**src/pkg/cfer_pkg.sv**
```systemverilog
// Purpose: Shared constants and carriers for the charger fault event responder
// Assumes: 25 MHz clock, plain register port with 16-bit data
// Notes: Flag and mask registers share one bit layout; the status register holds the conditions in reverse order
package cfer_pkg;
    // Register port geometry
    localparam int ADDR_W = 4;
    localparam int DATA_W = 16;
    localparam int FLAG_W = 12;
    // Register offsets
    localparam logic [ADDR_W-1:0] REG_FLAGS = 4'h0;
    localparam logic [ADDR_W-1:0] REG_MASK = 4'h1;
    localparam logic [ADDR_W-1:0] REG_CTRL = 4'h2;
    localparam logic [ADDR_W-1:0] REG_STAT = 4'h3;
    // Flag bit positions
    localparam int F_THERM = 0;
    localparam int F_VALID = 1;
    localparam int F_BATOC = 2;
    localparam int F_COLD = 3;
    localparam int F_COOL = 4;
    localparam int F_WARM = 5;
    localparam int F_HOT = 6;
    localparam int F_WDOG = 7;
    localparam int F_SAFE = 8;
    localparam int F_BTN1 = 9;
    localparam int F_BTN2 = 10;
    localparam int F_BTNW = 11;
    // Control fields
    localparam int CTRL_DOUBLE = 0;
    localparam int CTRL_RAIL_LSB = 1;
    localparam logic [1:0] RAIL_FROM_INPUT = 2'h0;
    localparam logic [DATA_W-1:0] CTRL_RESET = 16'h0001;
    localparam logic [FLAG_W-1:0] MASK_RESET = 12'h000;
    // Temperature fault pulse on the interrupt line
    localparam int CLK_HZ = 25_000_000;
    localparam int PULSE_NS = 128_000;
    localparam int PULSE_CYC = (PULSE_NS / 1000) * (CLK_HZ / 1_000_000);
    // Condition inputs sampled every clock
    typedef struct packed {
        logic thermal_foldback;
        logic input_valid_status;
        logic bat_overcurrent;
        logic temp_cold;
        logic temp_cool;
        logic temp_warm;
        logic temp_hot;
        logic watchdog_expired;
    } cfer_cond_t;
    // Charger response outputs
    typedef struct packed {
        logic charge_on;
        logic current_reduced;
        logic vreg_reduced;
        logic rail_from_input;
        logic bat_disconnect;
    } cfer_resp_t;
endpackage

```
**src/hw/cfer_top.sv**
```systemverilog
// Purpose: Fault and flag event logic with charger response and interrupt
// Assumes: Condition inputs synchronous to clk; register read data one cycle late
// Notes: Flags clear on read of the flag register or by writing ones to it
`timescale 1ns/100ps
`default_nettype none
module cfer_top import cfer_pkg::*; #(
    parameter int SAFETY_CYC = 1_000_000,
    parameter int WAKE1_CYC = 5_000,
    parameter int WAKE2_CYC = 25_000,
    parameter int WARN_CYC = 50_000,
    parameter int TMR_W = 32
) (
    input wire logic clk,
    input wire logic rst,
    input wire logic [ADDR_W-1:0] addr,
    input wire logic [DATA_W-1:0] wdata,
    input wire logic wr,
    input wire logic rd,
    output logic [DATA_W-1:0] rdata,
    input wire cfer_cond_t cond,
    input wire logic charge_enable_pin,
    input wire logic push_button_input_n,
    output cfer_resp_t resp,
    output logic irq
);
    // Latched flags, mask and control
    logic [FLAG_W-1:0] flags;
    logic [FLAG_W-1:0] next_flags;
    logic [FLAG_W-1:0] mask;
    logic [DATA_W-1:0] ctrl;
    // Previous-cycle copies for edge detection
    cfer_cond_t cond_prev;
    logic [2:0] hold_prev;
    logic ce_prev;
    // Safety timer state
    logic [TMR_W-1:0] timer;
    logic half;
    logic safety_fault;
    // Button hold counter and thresholds reached
    logic [TMR_W-1:0] btn_cnt;
    logic [2:0] hold;
    // Temperature pulse counter
    logic [11:0] pulse_cnt;
    // Derived events and controls
    logic [FLAG_W-1:0] set_ev;
    logic [FLAG_W-1:0] clr_ev;
    logic expire;
    logic run;
    logic slow;
    logic safe_cleared;
    logic temp_ev;
    logic [1:0] rail_mode;
    cfer_resp_t next_resp;

    // Rail mode field of the control register
    assign rail_mode = ctrl[CTRL_RAIL_LSB +: 2];
    // Reached thresholds while the button is held low
    assign hold[0] = btn_cnt >= TMR_W'(WAKE1_CYC);
    assign hold[1] = btn_cnt >= TMR_W'(WAKE2_CYC);
    assign hold[2] = btn_cnt >= TMR_W'(WARN_CYC);

    // Edge events, one per transition
    always_comb begin
        set_ev = '0;
        set_ev[F_THERM] = cond.thermal_foldback && !cond_prev.thermal_foldback;
        set_ev[F_VALID] = cond.input_valid_status != cond_prev.input_valid_status;
        set_ev[F_BATOC] = cond.bat_overcurrent && !cond_prev.bat_overcurrent;
        set_ev[F_COLD] = cond.temp_cold && !cond_prev.temp_cold;
        set_ev[F_COOL] = cond.temp_cool && !cond_prev.temp_cool;
        set_ev[F_WARM] = cond.temp_warm && !cond_prev.temp_warm;
        set_ev[F_HOT] = cond.temp_hot && !cond_prev.temp_hot;
        set_ev[F_WDOG] = cond.watchdog_expired && !cond_prev.watchdog_expired;
        set_ev[F_SAFE] = expire;
        set_ev[F_BTN1] = hold[0] && !hold_prev[0];
        set_ev[F_BTN2] = hold[1] && !hold_prev[1];
        set_ev[F_BTNW] = hold[2] && !hold_prev[2];
    end

    // Read of the flag register or write-one clears; a new event wins
    always_comb begin
        clr_ev = '0;
        if (rd && addr == REG_FLAGS) begin
            clr_ev = '1;
        end else if (wr && addr == REG_FLAGS) begin
            clr_ev = wdata[FLAG_W-1:0];
        end
        next_flags = (flags & ~clr_ev) | set_ev;
    end
    assign safe_cleared = flags[F_SAFE] && !next_flags[F_SAFE];

    // Flag storage
    always_ff @(posedge clk) begin
        if (rst) begin
            flags <= '0;
        end else begin
            flags <= next_flags;
        end
    end

    // Edge history
    always_ff @(posedge clk) begin
        if (rst) begin
            cond_prev <= '0;
            hold_prev <= '0;
        end else begin
            cond_prev <= cond;
            hold_prev <= hold;
        end
    end

    // Enable pin history has no reset: it follows the pin during reset,
    // so release never shows a false toggle
    always_ff @(posedge clk) begin
        ce_prev <= charge_enable_pin;
    end

    // Mask and control registers
    always_ff @(posedge clk) begin
        if (rst) begin
            mask <= MASK_RESET;
            ctrl <= CTRL_RESET;
        end else if (wr && addr == REG_MASK) begin
            mask <= wdata[FLAG_W-1:0];
        end else if (wr && addr == REG_CTRL) begin
            ctrl <= wdata & 16'h0007;
        end
    end

    // Read data, one cycle after the strobe; unmapped reads zero
    // Zero outside the answer cycle keeps stale data off the bus
    always_ff @(posedge clk) begin
        if (rst) begin
            rdata <= '0;
        end else if (rd) begin
            unique case (addr)
                REG_FLAGS: rdata <= {4'h0, flags};
                REG_MASK: rdata <= {4'h0, mask};
                REG_CTRL: rdata <= ctrl;
                REG_STAT: rdata <= {7'h00, safety_fault, cond};
                default: rdata <= '0;
            endcase
        end else begin
            rdata <= '0;
        end
    end

    // Safety timer stops on temperature pause and charge stop
    assign slow = ctrl[CTRL_DOUBLE] && (cond.thermal_foldback || cond.temp_cool);
    assign run = resp.charge_on && !cond.temp_cold && !cond.temp_hot && (!slow || half);
    assign expire = run && timer == TMR_W'(SAFETY_CYC - 1);

    // Timer count; doubled duration means one step every second cycle
    // A cut input or a cleared expiry flag always wins over counting
    always_ff @(posedge clk) begin
        if (rst) begin
            timer <= '0;
            half <= 1'b0;
        end else if (!cond.input_valid_status || safe_cleared) begin
            timer <= '0;
            half <= 1'b0;
        end else begin
            half <= !half;
            if (expire) begin
                timer <= '0;
            end else if (run) begin
                timer <= timer + 1'b1;
            end
        end
    end

    // Expiry latch holds charging off until input or enable pin toggles
    always_ff @(posedge clk) begin
        if (rst) begin
            safety_fault <= 1'b0;
        end else if (expire) begin
            safety_fault <= 1'b1;
        end else if (set_ev[F_VALID] || charge_enable_pin != ce_prev) begin
            safety_fault <= 1'b0;
        end
    end

    // Button hold counter, saturating while low
    // Stops at the longest threshold so the count can never wrap
    always_ff @(posedge clk) begin
        if (rst || push_button_input_n) begin
            btn_cnt <= '0;
        end else if (!hold[2]) begin
            btn_cnt <= btn_cnt + 1'b1;
        end
    end

    // Charger response; watchdog expiry deliberately leaves charging alone
    // Cut input, overcurrent, hot, cold or expiry each stop charging
    always_comb begin
        next_resp.charge_on = cond.input_valid_status && !cond.bat_overcurrent
            && !cond.temp_cold && !cond.temp_hot && !safety_fault;
        next_resp.current_reduced = cond.thermal_foldback || cond.temp_cool;
        next_resp.vreg_reduced = cond.temp_warm;
        next_resp.rail_from_input = cond.input_valid_status && rail_mode == RAIL_FROM_INPUT;
        next_resp.bat_disconnect = cond.bat_overcurrent;
    end

    // Registered response outputs
    always_ff @(posedge clk) begin
        if (rst) begin
            resp <= '0;
        end else begin
            resp <= next_resp;
        end
    end

    // Temperature fault pulse; a new zone entry restarts it
    // Loaded one short: the line trails the count by one edge
    assign temp_ev = |set_ev[F_HOT:F_COLD];
    always_ff @(posedge clk) begin
        if (rst) begin
            pulse_cnt <= '0;
        end else if (temp_ev) begin
            pulse_cnt <= 12'(PULSE_CYC - 1);
        end else if (pulse_cnt != 12'h000) begin
            pulse_cnt <= pulse_cnt - 1'b1;
        end
    end

    // Level from unmasked flags, or the fault pulse
    // Built from next_flags so the line moves in step with the flags
    always_ff @(posedge clk) begin
        if (rst) begin
            irq <= 1'b0;
        end else begin
            irq <= |(next_flags & mask) || temp_ev || pulse_cnt != 12'h000;
        end
    end

    // Checks
    // Rising foldback latches its flag
    therm_flag_a: assert property (@(posedge clk) disable iff (rst)
        $rose(cond.thermal_foldback) |=> flags[F_THERM])
        else $error("thermal flag not set");

    // Falling input validity is flagged too
    valid_edge_a: assert property (@(posedge clk) disable iff (rst)
        $fell(cond.input_valid_status) |=> flags[F_VALID])
        else $error("input valid fall not flagged");

    // Invalid input stops charging and clears the safety count
    valid_low_a: assert property (@(posedge clk) disable iff (rst)
        !cond.input_valid_status |=> !resp.charge_on && timer == '0)
        else $error("charging with input invalid");

    // Any other rail mode keeps the rail off the input
    rail_mode_a: assert property (@(posedge clk) disable iff (rst)
        rail_mode != RAIL_FROM_INPUT |=> !resp.rail_from_input)
        else $error("rail from input in other mode");

    // Overcurrent stops charging and cuts the battery off the rail
    batoc_resp_a: assert property (@(posedge clk) disable iff (rst)
        cond.bat_overcurrent |=> !resp.charge_on && resp.bat_disconnect)
        else $error("overcurrent response wrong");

    // Hot or cold freezes the count and pauses charging
    temp_pause_a: assert property (@(posedge clk) disable iff (rst)
        (cond.temp_cold || cond.temp_hot) && cond.input_valid_status && !safe_cleared
        |=> $stable(timer) && !resp.charge_on)
        else $error("hot or cold did not pause");

    // Cool zone flags and lowers the current
    cool_current_a: assert property (@(posedge clk) disable iff (rst)
        $rose(cond.temp_cool) |=> flags[F_COOL] && resp.current_reduced)
        else $error("cool response wrong");

    // Warm zone lowers the regulation voltage
    warm_vreg_a: assert property (@(posedge clk) disable iff (rst)
        cond.temp_warm |=> resp.vreg_reduced)
        else $error("warm regulation not lowered");

    // Watchdog expiry flags but leaves charging alone
    wdog_keep_a: assert property (@(posedge clk) disable iff (rst)
        $rose(cond.watchdog_expired) && next_resp.charge_on |=> flags[F_WDOG] && resp.charge_on)
        else $error("watchdog handling wrong");

    // Expiry flags, then charging drops an edge later
    safety_off_a: assert property (@(posedge clk) disable iff (rst)
        expire |=> flags[F_SAFE] ##1 !resp.charge_on)
        else $error("safety expiry left charging on");

    // Clearing the expiry flag restarts the count
    timer_restart_a: assert property (@(posedge clk) disable iff (rst)
        safe_cleared |=> timer == '0)
        else $error("timer not restarted");

    // First hold time flags one edge after the count reaches it
    button_hold_a: assert property (@(posedge clk) disable iff (rst)
        !push_button_input_n && btn_cnt == TMR_W'(WAKE1_CYC - 1) |=> ##1 flags[F_BTN1])
        else $error("first hold not flagged");

    // Zone entry raises the line at once
    temp_pulse_a: assert property (@(posedge clk) disable iff (rst)
        temp_ev |=> irq [*8])
        else $error("temperature pulse missing");

    // The watchdog flag stays put without a register access
    flag_hold_a: assert property (@(posedge clk) disable iff (rst)
        flags[F_WDOG] && !rd && !wr |=> flags[F_WDOG])
        else $error("flag dropped without read");

    // Foldback lowers the charge current
    thermal_current_a: assert property (@(posedge clk) disable iff (rst)
        cond.thermal_foldback |=> resp.current_reduced)
        else $error("foldback current not reduced");

    // Valid input in the default mode feeds the rail from the input
    rail_feed_a: assert property (@(posedge clk) disable iff (rst)
        cond.input_valid_status && rail_mode == RAIL_FROM_INPUT |=> resp.rail_from_input)
        else $error("rail not fed from input");

    // The expiry latch keeps charging off
    latch_block_a: assert property (@(posedge clk) disable iff (rst)
        safety_fault |=> !resp.charge_on)
        else $error("charging during expiry latch");

    // Reset warning hold flags like the first hold
    warn_hold_a: assert property (@(posedge clk) disable iff (rst)
        !push_button_input_n && btn_cnt == TMR_W'(WARN_CYC - 1) |=> ##1 flags[F_BTNW])
        else $error("reset warning not flagged");

    // A flag read with no new event leaves nothing set
    read_clear_a: assert property (@(posedge clk) disable iff (rst)
        rd && addr == REG_FLAGS && set_ev == '0 |=> flags == '0)
        else $error("flag read did not clear");
endmodule
`default_nettype wire

```
**config.mk**
```make
export PLATFORM = sky130hd
export DESIGN_NAME = cfer_top
export DESIGN_NICKNAME = d
export VERILOG_FILES = /design/src/pkg/cfer_pkg.sv /design/src/hw/cfer_top.sv
export SDC_FILE = /design/constraint.sdc
export NUM_CORES = 1
export LEC_CHECK = 0
export BUFFER_PORTS_ARGS = -buffer_cell sky130_fd_sc_hd__buf_2
export CAP_MARGIN = 20
export CORE_MARGIN = 2
export CORE_UTILIZATION = 45
export CTS_CLUSTER_SIZE = 10
export DETAILED_ROUTE_END_ITERATION = 6
export GPL_TIMING_DRIVEN = 0
export PLACE_DENSITY_LB_ADDON = 0.08
export SLEW_MARGIN = 15
export SYNTH_ARGS = -nofsm -noshare
export SYNTH_HDL_FRONTEND = slang
export SYNTH_SLANG_ARGS = --single-unit
```
**constraint.sdc**
```tcl
create_clock -name clk -period 2.2 [get_ports clk]
set_input_delay 0.44 -clock clk [delete_from_list [all_inputs] [get_ports clk]]
set_output_delay 0.44 -clock clk [all_outputs]
set_load 0.005 [all_outputs]
```
==> flow_metrics.py, run 1 <==
metrics = {
    "outcome": {
        "status": "finished clean",
    },
    "placed_design": {
        "dp_wirelength_um": 9410,
        "gp_routability_congestion": 0.879,
        "portBuffers": 46,
    },
    "yosys": {
        "synth.yosys.seq_area_share": 0.482,
        "post_synth_inst_count": 641,
        "share_of_async_settable_or_async_resettable_flops_after_synthesis": 0,
        "postSynth.topFlopCell": "dfxtp_1",
        "synthTopCellsByArea": "dfxtp_1 (48%), nor2_1 (5.8%), xor2_1 (5.2%)",
        "yosys_warnings": 0,
        "synth_enable_flop_cells": 0,
        "synth_most_common_cell": "dfxtp_1",
        "synth_top_cells_by_count": "dfxtp_1 (133), nor2_1 (86), nand2_1 (58)",
        "syn_avg_cell_area_um2": 8.62,
        "ys_types": 53,
        "synth.top_cell.area_share": 0.482,
        "synthDominantAreaCellType": "dfxtp_1",
        "post_synth_instance_area_um2": 5530,
        "postSynthRegisterBits": 133,
    },
    "power": {
        "share_seq_of_total_power": 0.418,
        "pwr-share-comb": 0.045,
        "power_switching_mw": 1.25,
        "power_report.internal_total_mw": 4.70,
        "report.power.total_mw": 5.95,
        "static-leakage-power_nw": 2.50,
        "swShare": 0.210,
        "ir_drop_v": 0.000491,
        "p_clk_frac": 0.537,
        "power.density_nw_per_um2": 878,
    },
    "sta": {
        "tightestPinTransition_ns": 0.620,
        "holdWs_ns": 0.148,
        "layout_worst_path_cycle_share": 0.968,
        "max_slew_margin": 0.587,
        "setup_viol": 0,
        "finalWorstPathRequiredPeriod_ns": 2.13,
        "finalMaxSlewViolations": 0,
        "clock.fmax_ghz": 0.470,
        "skew_ns": 0.00397,
        "grt_setup_unrepaired": "yes",
        "hold_viol": 0,
    },
    "final_layout": {
        "finish.net_count": 749,
        "drive_above_1_share": 0.157,
        "areaGrowthSynthToFinish_pct": 22.6,
    },
    "worst_setup_path": {
        "worstPathMaxFanout": 6,
        "worstSetupStartpointType": "register",
        "regToRegStartpoint": "pulse_cnt[3]",
        "timing.critical_path.required_ns": 2.48,
        "timing_worst_setup_path_type": "register to register",
        "cp-end-kind": "register",
        "regToRegSetupSlack_ns": 0.07,
        "critPathArrivalTime_ns": 2.41,
        "worst_r2r_path_cells": 5,
        "crit-reg2reg-capture": "pulse_cnt[11]",
    },
    "min_path": {
        "worst_hold_path_type": "primary input to register",
        "min_path_cells": 1,
        "worst_hold_path.endpoint": "ce_prev",
        "hold_path_startpoint": "charge_enable_pin",
    },
    "clock_tree": {
        "cts_root_buf": "clkbuf_16",
        "htree_levels": 4,
        "tritoncts_num_sinks": 133,
        "worst_setup_hold_path_clk_slew_ns": 0.06,
        "clkLatencyLatePin_ns": 0.42,
        "cts_buffers": 17,
        "cts_tree": "yes",
        "cts-root-to-sink-buffers": 2,
    },
    "floorplan": {
        "rows": 40,
        "design.core.area_um2": 12000,
        "starting_utilization_of_the_core_area": 0.460,
        "i_o_pin_total": 56,
        "die-width_um": 115,
        "die_y_um": 115,
        "die-area_um2": 13200,
    },
    "detailed_routing": {
        "wl_per_cell_um": 15.1,
        "drt_iter0_markers": 299,
        "avgViaCountPerCell": 5.25,
        "dr_total_vias": 4576,
        "detail_route.drc_violations": 0,
        "drt.antenna.violating_nets": 0,
        "route.final.wire_length_um": 13100,
        "drt_pre_antenna_iters": 5,
    },
    "grt": {
        "antenna_found_initial": 1,
        "pin_count_of_the_biggest_net_entering_global_routing": 17,
        "grt_pass1_wl_um": 21800,
        "grt_remaining_overflow": 0,
        "track_usage": 0.211,
        "vias_in_the_first_global_route": 4481,
    },
    "run": {
        "drv_cap": 0,
    },
}
kinds of logic after synthesis:
family	after synthesis	synth area share
adders and majority gates	4	0.00906
xor gates and xnor gates	54	0.0856
and+or+nand+nor	290	0.262
AOI/OAI and AO/OA	107	0.120
buffers and inverters	52	0.0401
other	1	0.000679
DFF	133	0.482
routing by layer:
metal	track usage	part of all wire	vias to the layer above
met4	0.0851	0.015	0
met5	0	0	-
met3	0.0627	0.057	16
met1	0.281	0.48	2095
li1	-	-	2353
met2	0.323	0.44	112
critical path, stage by stage (launching register included):
cell and delay, ns:
dfxtp_2 0.34, or4_4 0.56, or4_4 0.50, or3_4 0.35, a21oi_1 0.16, a21oi_1 0.08
registers in the layout, indices dropped and copies added (netlist names):
signal,count
ctrl,3
half,1
mask,12
safety_fault,1
rdata,12
timer,32
btn_cnt,32
pulse_cnt,12
resp,5
ce_prev,1
irq,1
flags,12
hold_prev,3
cond_prev,6
metrics by stage:
step                      utilization  cell area (µm²)  setup WS [ns]  instances  TNS [ns]
after CTS                       0.558             6710        -0.0271        870   -0.0271
after detailed placement        0.496             5960         -0.642        838    -21.23
after floorplan                     -             5540         0.0713        644         0
after global placement          0.496             5950         -0.738        837    -26.45
after global routing            0.564             6780        -0.0297        871   -0.0394
final                           0.564             6780         0.0709        872         0
worst max path at each step:
stage	start	to	slack, ns	depth (start not counted)
3_3_place_gp	cond[1]	irq	-0.74	6
6_report	pulse_cnt[3]	pulse_cnt[11]	0.07	5
5_1_grt	pulse_cnt[3]	pulse_cnt[11]	-0.03	6
3_5_place_dp	cond[4]	irq	-0.64	6
2_1_floorplan	addr[1]	irq	0.07	6
4_1_cts	pulse_cnt[3]	irq	-0.03	5
timing repair:
item	4_1_cts	5_1_grt
endpoints found under the hold margin	0	0
gates resized for setup	11	15
endpoints found under the setup margin	40	40
hold buffers	0	0
setup buffers	0	1
pin swaps	1	6
power by group through the flow:
stage | sequential, mW | clock, mW | combinational, mW
floorplan | 2.53 | 0 | 0.161
global placement | 2.53 | 0 | 0.257
detailed placement | 2.54 | 0 | 0.260
CTS | 2.48 | 3.24 | 0.265
global route | 2.49 | 3.36 | 0.302
finish | 2.48 | 3.20 | 0.268
area by class of cell:
cell class                 count  area [µm²]
fill                        1113        5230
multi-input combinational    459        2790
sequential                   133        2660
clock buffer                  18         439
timing repair buffer          48         241
clock inverter                14         231
tap                          147         184
buffer                        33         153
inverter                      19        71.3
antenna                        1        2.50
placed cells by master (no fill, tap or decap), types with 19 or more instances in the layout:
cell,n
buf_2,50
clkbuf_1,20
nor2_1,86
xor2_1,33
nand3_1,31
a21oi_1,47
dfxtp_1,132
xnor2_1,21
and2_1,19
inv_1,19
nand2_1,58
Power figures use the tool's default switching activity.
==> run 2, diff against run 1 <==
- ABC_AREA: unset -> 1
==> run 2 against run 1 <==
  * Register-to-register slack improved by 0.13 ns
  * Largest cell class unchanged
  * Combinational power rose by 10%
  * Hold slack improved by 0.015 ns
==> flow_metrics.py, run 2 <==
metrics = {
    "detailed_routing": {
        "avgViaCountPerCell": 4.93,
        "dr_total_vias": 5775,
        "route.final.wire_length_um": 15900,
        "drt_iter0_markers": 347,
        "drt.antenna.violating_nets": 0,
        "detail_route.drc_violations": 0,
        "drt_pre_antenna_iters": 5,
        "wl_per_cell_um": 13.6,
    },
    "clock_tree": {
        "clkLatencyLatePin_ns": 0.42,
        "post_cts_resized": 0,
        "cts_tree": "yes",
        "htree_levels": 4,
        "tritoncts_num_sinks": 133,
        "cts_root_buf": "clkbuf_16",
        "cts-root-to-sink-buffers": 2,
        "worst_setup_hold_path_clk_slew_ns": 0.06,
        "cts_buffers": 17,
        "hold_buffers": 0,
        "post_cts_repair_timing_setup_buffer_count": 0,
    },
    "sta": {
        "fin_tns_setup_ns": 0,
        "setup_viol": 0,
        "finalMaxSlewViolations": 0,
        "hold_viol": 0,
        "grt_setup_unrepaired": "no",
        "layout_worst_path_cycle_share": 0.909,
        "clock.fmax_ghz": 0.500,
        "skew_ns": 0.00708,
        "finalWorstPathRequiredPeriod_ns": 2.00,
        "finalWorstSetupSlack_ns": 0.200,
        "tightestPinTransition_ns": 0.776,
        "max_slew_margin": 0.483,
    },
    "worst_setup_path": {
        "cp-end-kind": "register",
        "timing_worst_setup_path_type": "register to register",
        "crit_chain": "ha_1, nand3_1, nor2_2, nand3_4, nor2_4, nand2_2, nor2_2, nand2_1, nor2_1, xor2_1, nor2_1",
        "worst_path_largest_cell_delay_ns": 0.41,
        "worstSetupStartpointType": "register",
        "worstPathMaxFanout": 7,
        "critical-path-top-delay-family": "simple AND/OR/NAND/NOR gates",
        "critPathArrivalTime_ns": 2.31,
        "crit_slowest_cell": "dfxtp_2",
        "cp.buffers_inverters": 0,
        "timing.critical_path.required_ns": 2.51,
    },
    "floorplan": {
        "starting_utilization_of_the_core_area": 0.459,
        "die_y_um": 123,
        "i_o_pin_total": 56,
        "rows": 43,
        "die-width_um": 123,
        "die-area_um2": 15100,
        "design.core.area_um2": 13900,
    },
    "power": {
        "static-leakage-power_nw": 3.01,
        "share_seq_of_total_power": 0.434,
        "power.density_nw_per_um2": 766,
        "report.power.total_mw": 5.72,
        "pwr-share-comb": 0.052,
        "swShare": 0.225,
        "power_report.internal_total_mw": 4.43,
        "ir_drop_v": 0.000614,
        "power_switching_mw": 1.29,
        "p_clk_frac": 0.514,
    },
    "outcome": {
        "status": "finished clean",
    },
    "yosys": {
        "syn_avg_cell_area_um2": 7.01,
        "synth_enable_flop_cells": 0,
        "postSynth.topFlopCell": "dfxtp_1",
        "synth.top_cell.area_share": 0.418,
        "synth_top_cells_by_count": "nand2_1 (205), dfxtp_1 (133), nor2_1 (125)",
        "postSynthRegisterBits": 133,
        "synth_most_common_cell": "nand2_1",
        "synth.yosys.seq_area_share": 0.418,
        "synthDominantAreaCellType": "dfxtp_1",
        "yosys_warnings": 0,
        "ys_types": 43,
        "share_of_async_settable_or_async_resettable_flops_after_synthesis": 0,
        "synthTopCellsByArea": "dfxtp_1 (42%), nand2_1 (12%), nor2_1 (7.4%)",
        "post_synth_instance_area_um2": 6380,
        "post_synth_inst_count": 910,
    },
    "final_layout": {
        "layout.cells.non_filler": 1171,
        "drive_above_1_share": 0.166,
        "reg.largest.list": "btn_cnt (32), timer (32)",
        "final_cell_mix": "nand2_1 (205), dfxtp_1 (132), nor2_1 (124), inv_1 (116), a21oi_1 (52)",
        "finish.net_count": 1016,
        "antenna_cells_inserted": 0,
        "fillers": 1411,
        "areaGrowthSynthToFinish_pct": 17.1,
        "layout_commonest_cell": "nand2_1",
    },
    "grt": {
        "grt_pass1_wl_um": 26500,
        "grt_remaining_overflow": 0,
        "track_usage": 0.227,
        "vias_in_the_first_global_route": 5387,
        "antenna_found_initial": 0,
        "pin_count_of_the_biggest_net_entering_global_routing": 17,
    },
    "placed_design": {
        "placement.setup.worst_slack_ns": 0.00495,
        "portBuffers": 46,
        "gp_routability_congestion": 0.847,
        "dp_wirelength_um": 11800,
        "dp.cells": 1139,
    },
    "min_path": {
        "worst_hold_path_type": "primary input to register",
    },
    "run": {
        "drv_cap": 0,
    },
}
-- run 2: worst paths after layout --
check                   end  cells after the start  slack [ns]               from
setup / recovery  timer[22]                     11        0.20           timer[0]
hold / removal      ce_prev                      1        0.16  charge_enable_pin
setup reg to reg  timer[22]                     11        0.20           timer[0]
hold reg to reg        half                      1        0.42               half
-- run 2: through the flow --
step / cell area [µm²] / hold slack, ns / util
floorplan: 6390 / 0.391 / -
global route: 7460 / 0.153 / 0.538
CTS: 7460 / 0.143 / 0.537
detailed placement: 6840 / 0.415 / 0.493
global placement: 6840 / 0.404 / 0.493
finish: 7460 / 0.163 / 0.538
-- run 2: cells by family (layout without fill, tap and decap cells) --
family          after synthesis  after routing  share of synthesized area
buf+inv                     160            238                      0.104
simple gates                472            472                      0.333
xor+xnor                     20             20                     0.0275
compound gates              120            120                      0.109
other cells                   1              4                   0.000588
fa+ha+maj                     4              4                    0.00785
flops                       133            133                      0.418
-- run 2: layout make-up --
type                    count  area, µm²  share of cell area
well taps                 180        225              0.0302
plain buffers              24        153              0.0204
repair buffers             46        230              0.0308
multi-input cells         620       3060               0.410
clock inverters            12        151              0.0203
flip-flops and latches    133       2660               0.357
inverters                 136        510              0.0684
clock buffers              20        467              0.0625
-- run 2: power by group through the flow --
stage	Combinational, mW	Sequential, mW	Clock, mW
4_1_cts	0.294	2.48	3.00
3_3_place_gp	0.292	2.53	0
2_1_floorplan	0.188	2.53	0
3_5_place_dp	0.293	2.53	0
5_1_grt	0.335	2.49	3.10
6_report	0.295	2.48	2.94
-- run 2: routing by layer --
| layer | vias up | GRT usage | wire, µm |
|---|---|---|---|
| met5 | - | 0 | 0 |
| met4 | 0 | 0.0732 | 255 |
| met3 | 24 | 0.0544 | 910 |
| met2 | 138 | 0.336 | 6700 |
| met1 | 2601 | 0.326 | 8080 |
| li1 | 3012 | - | - |
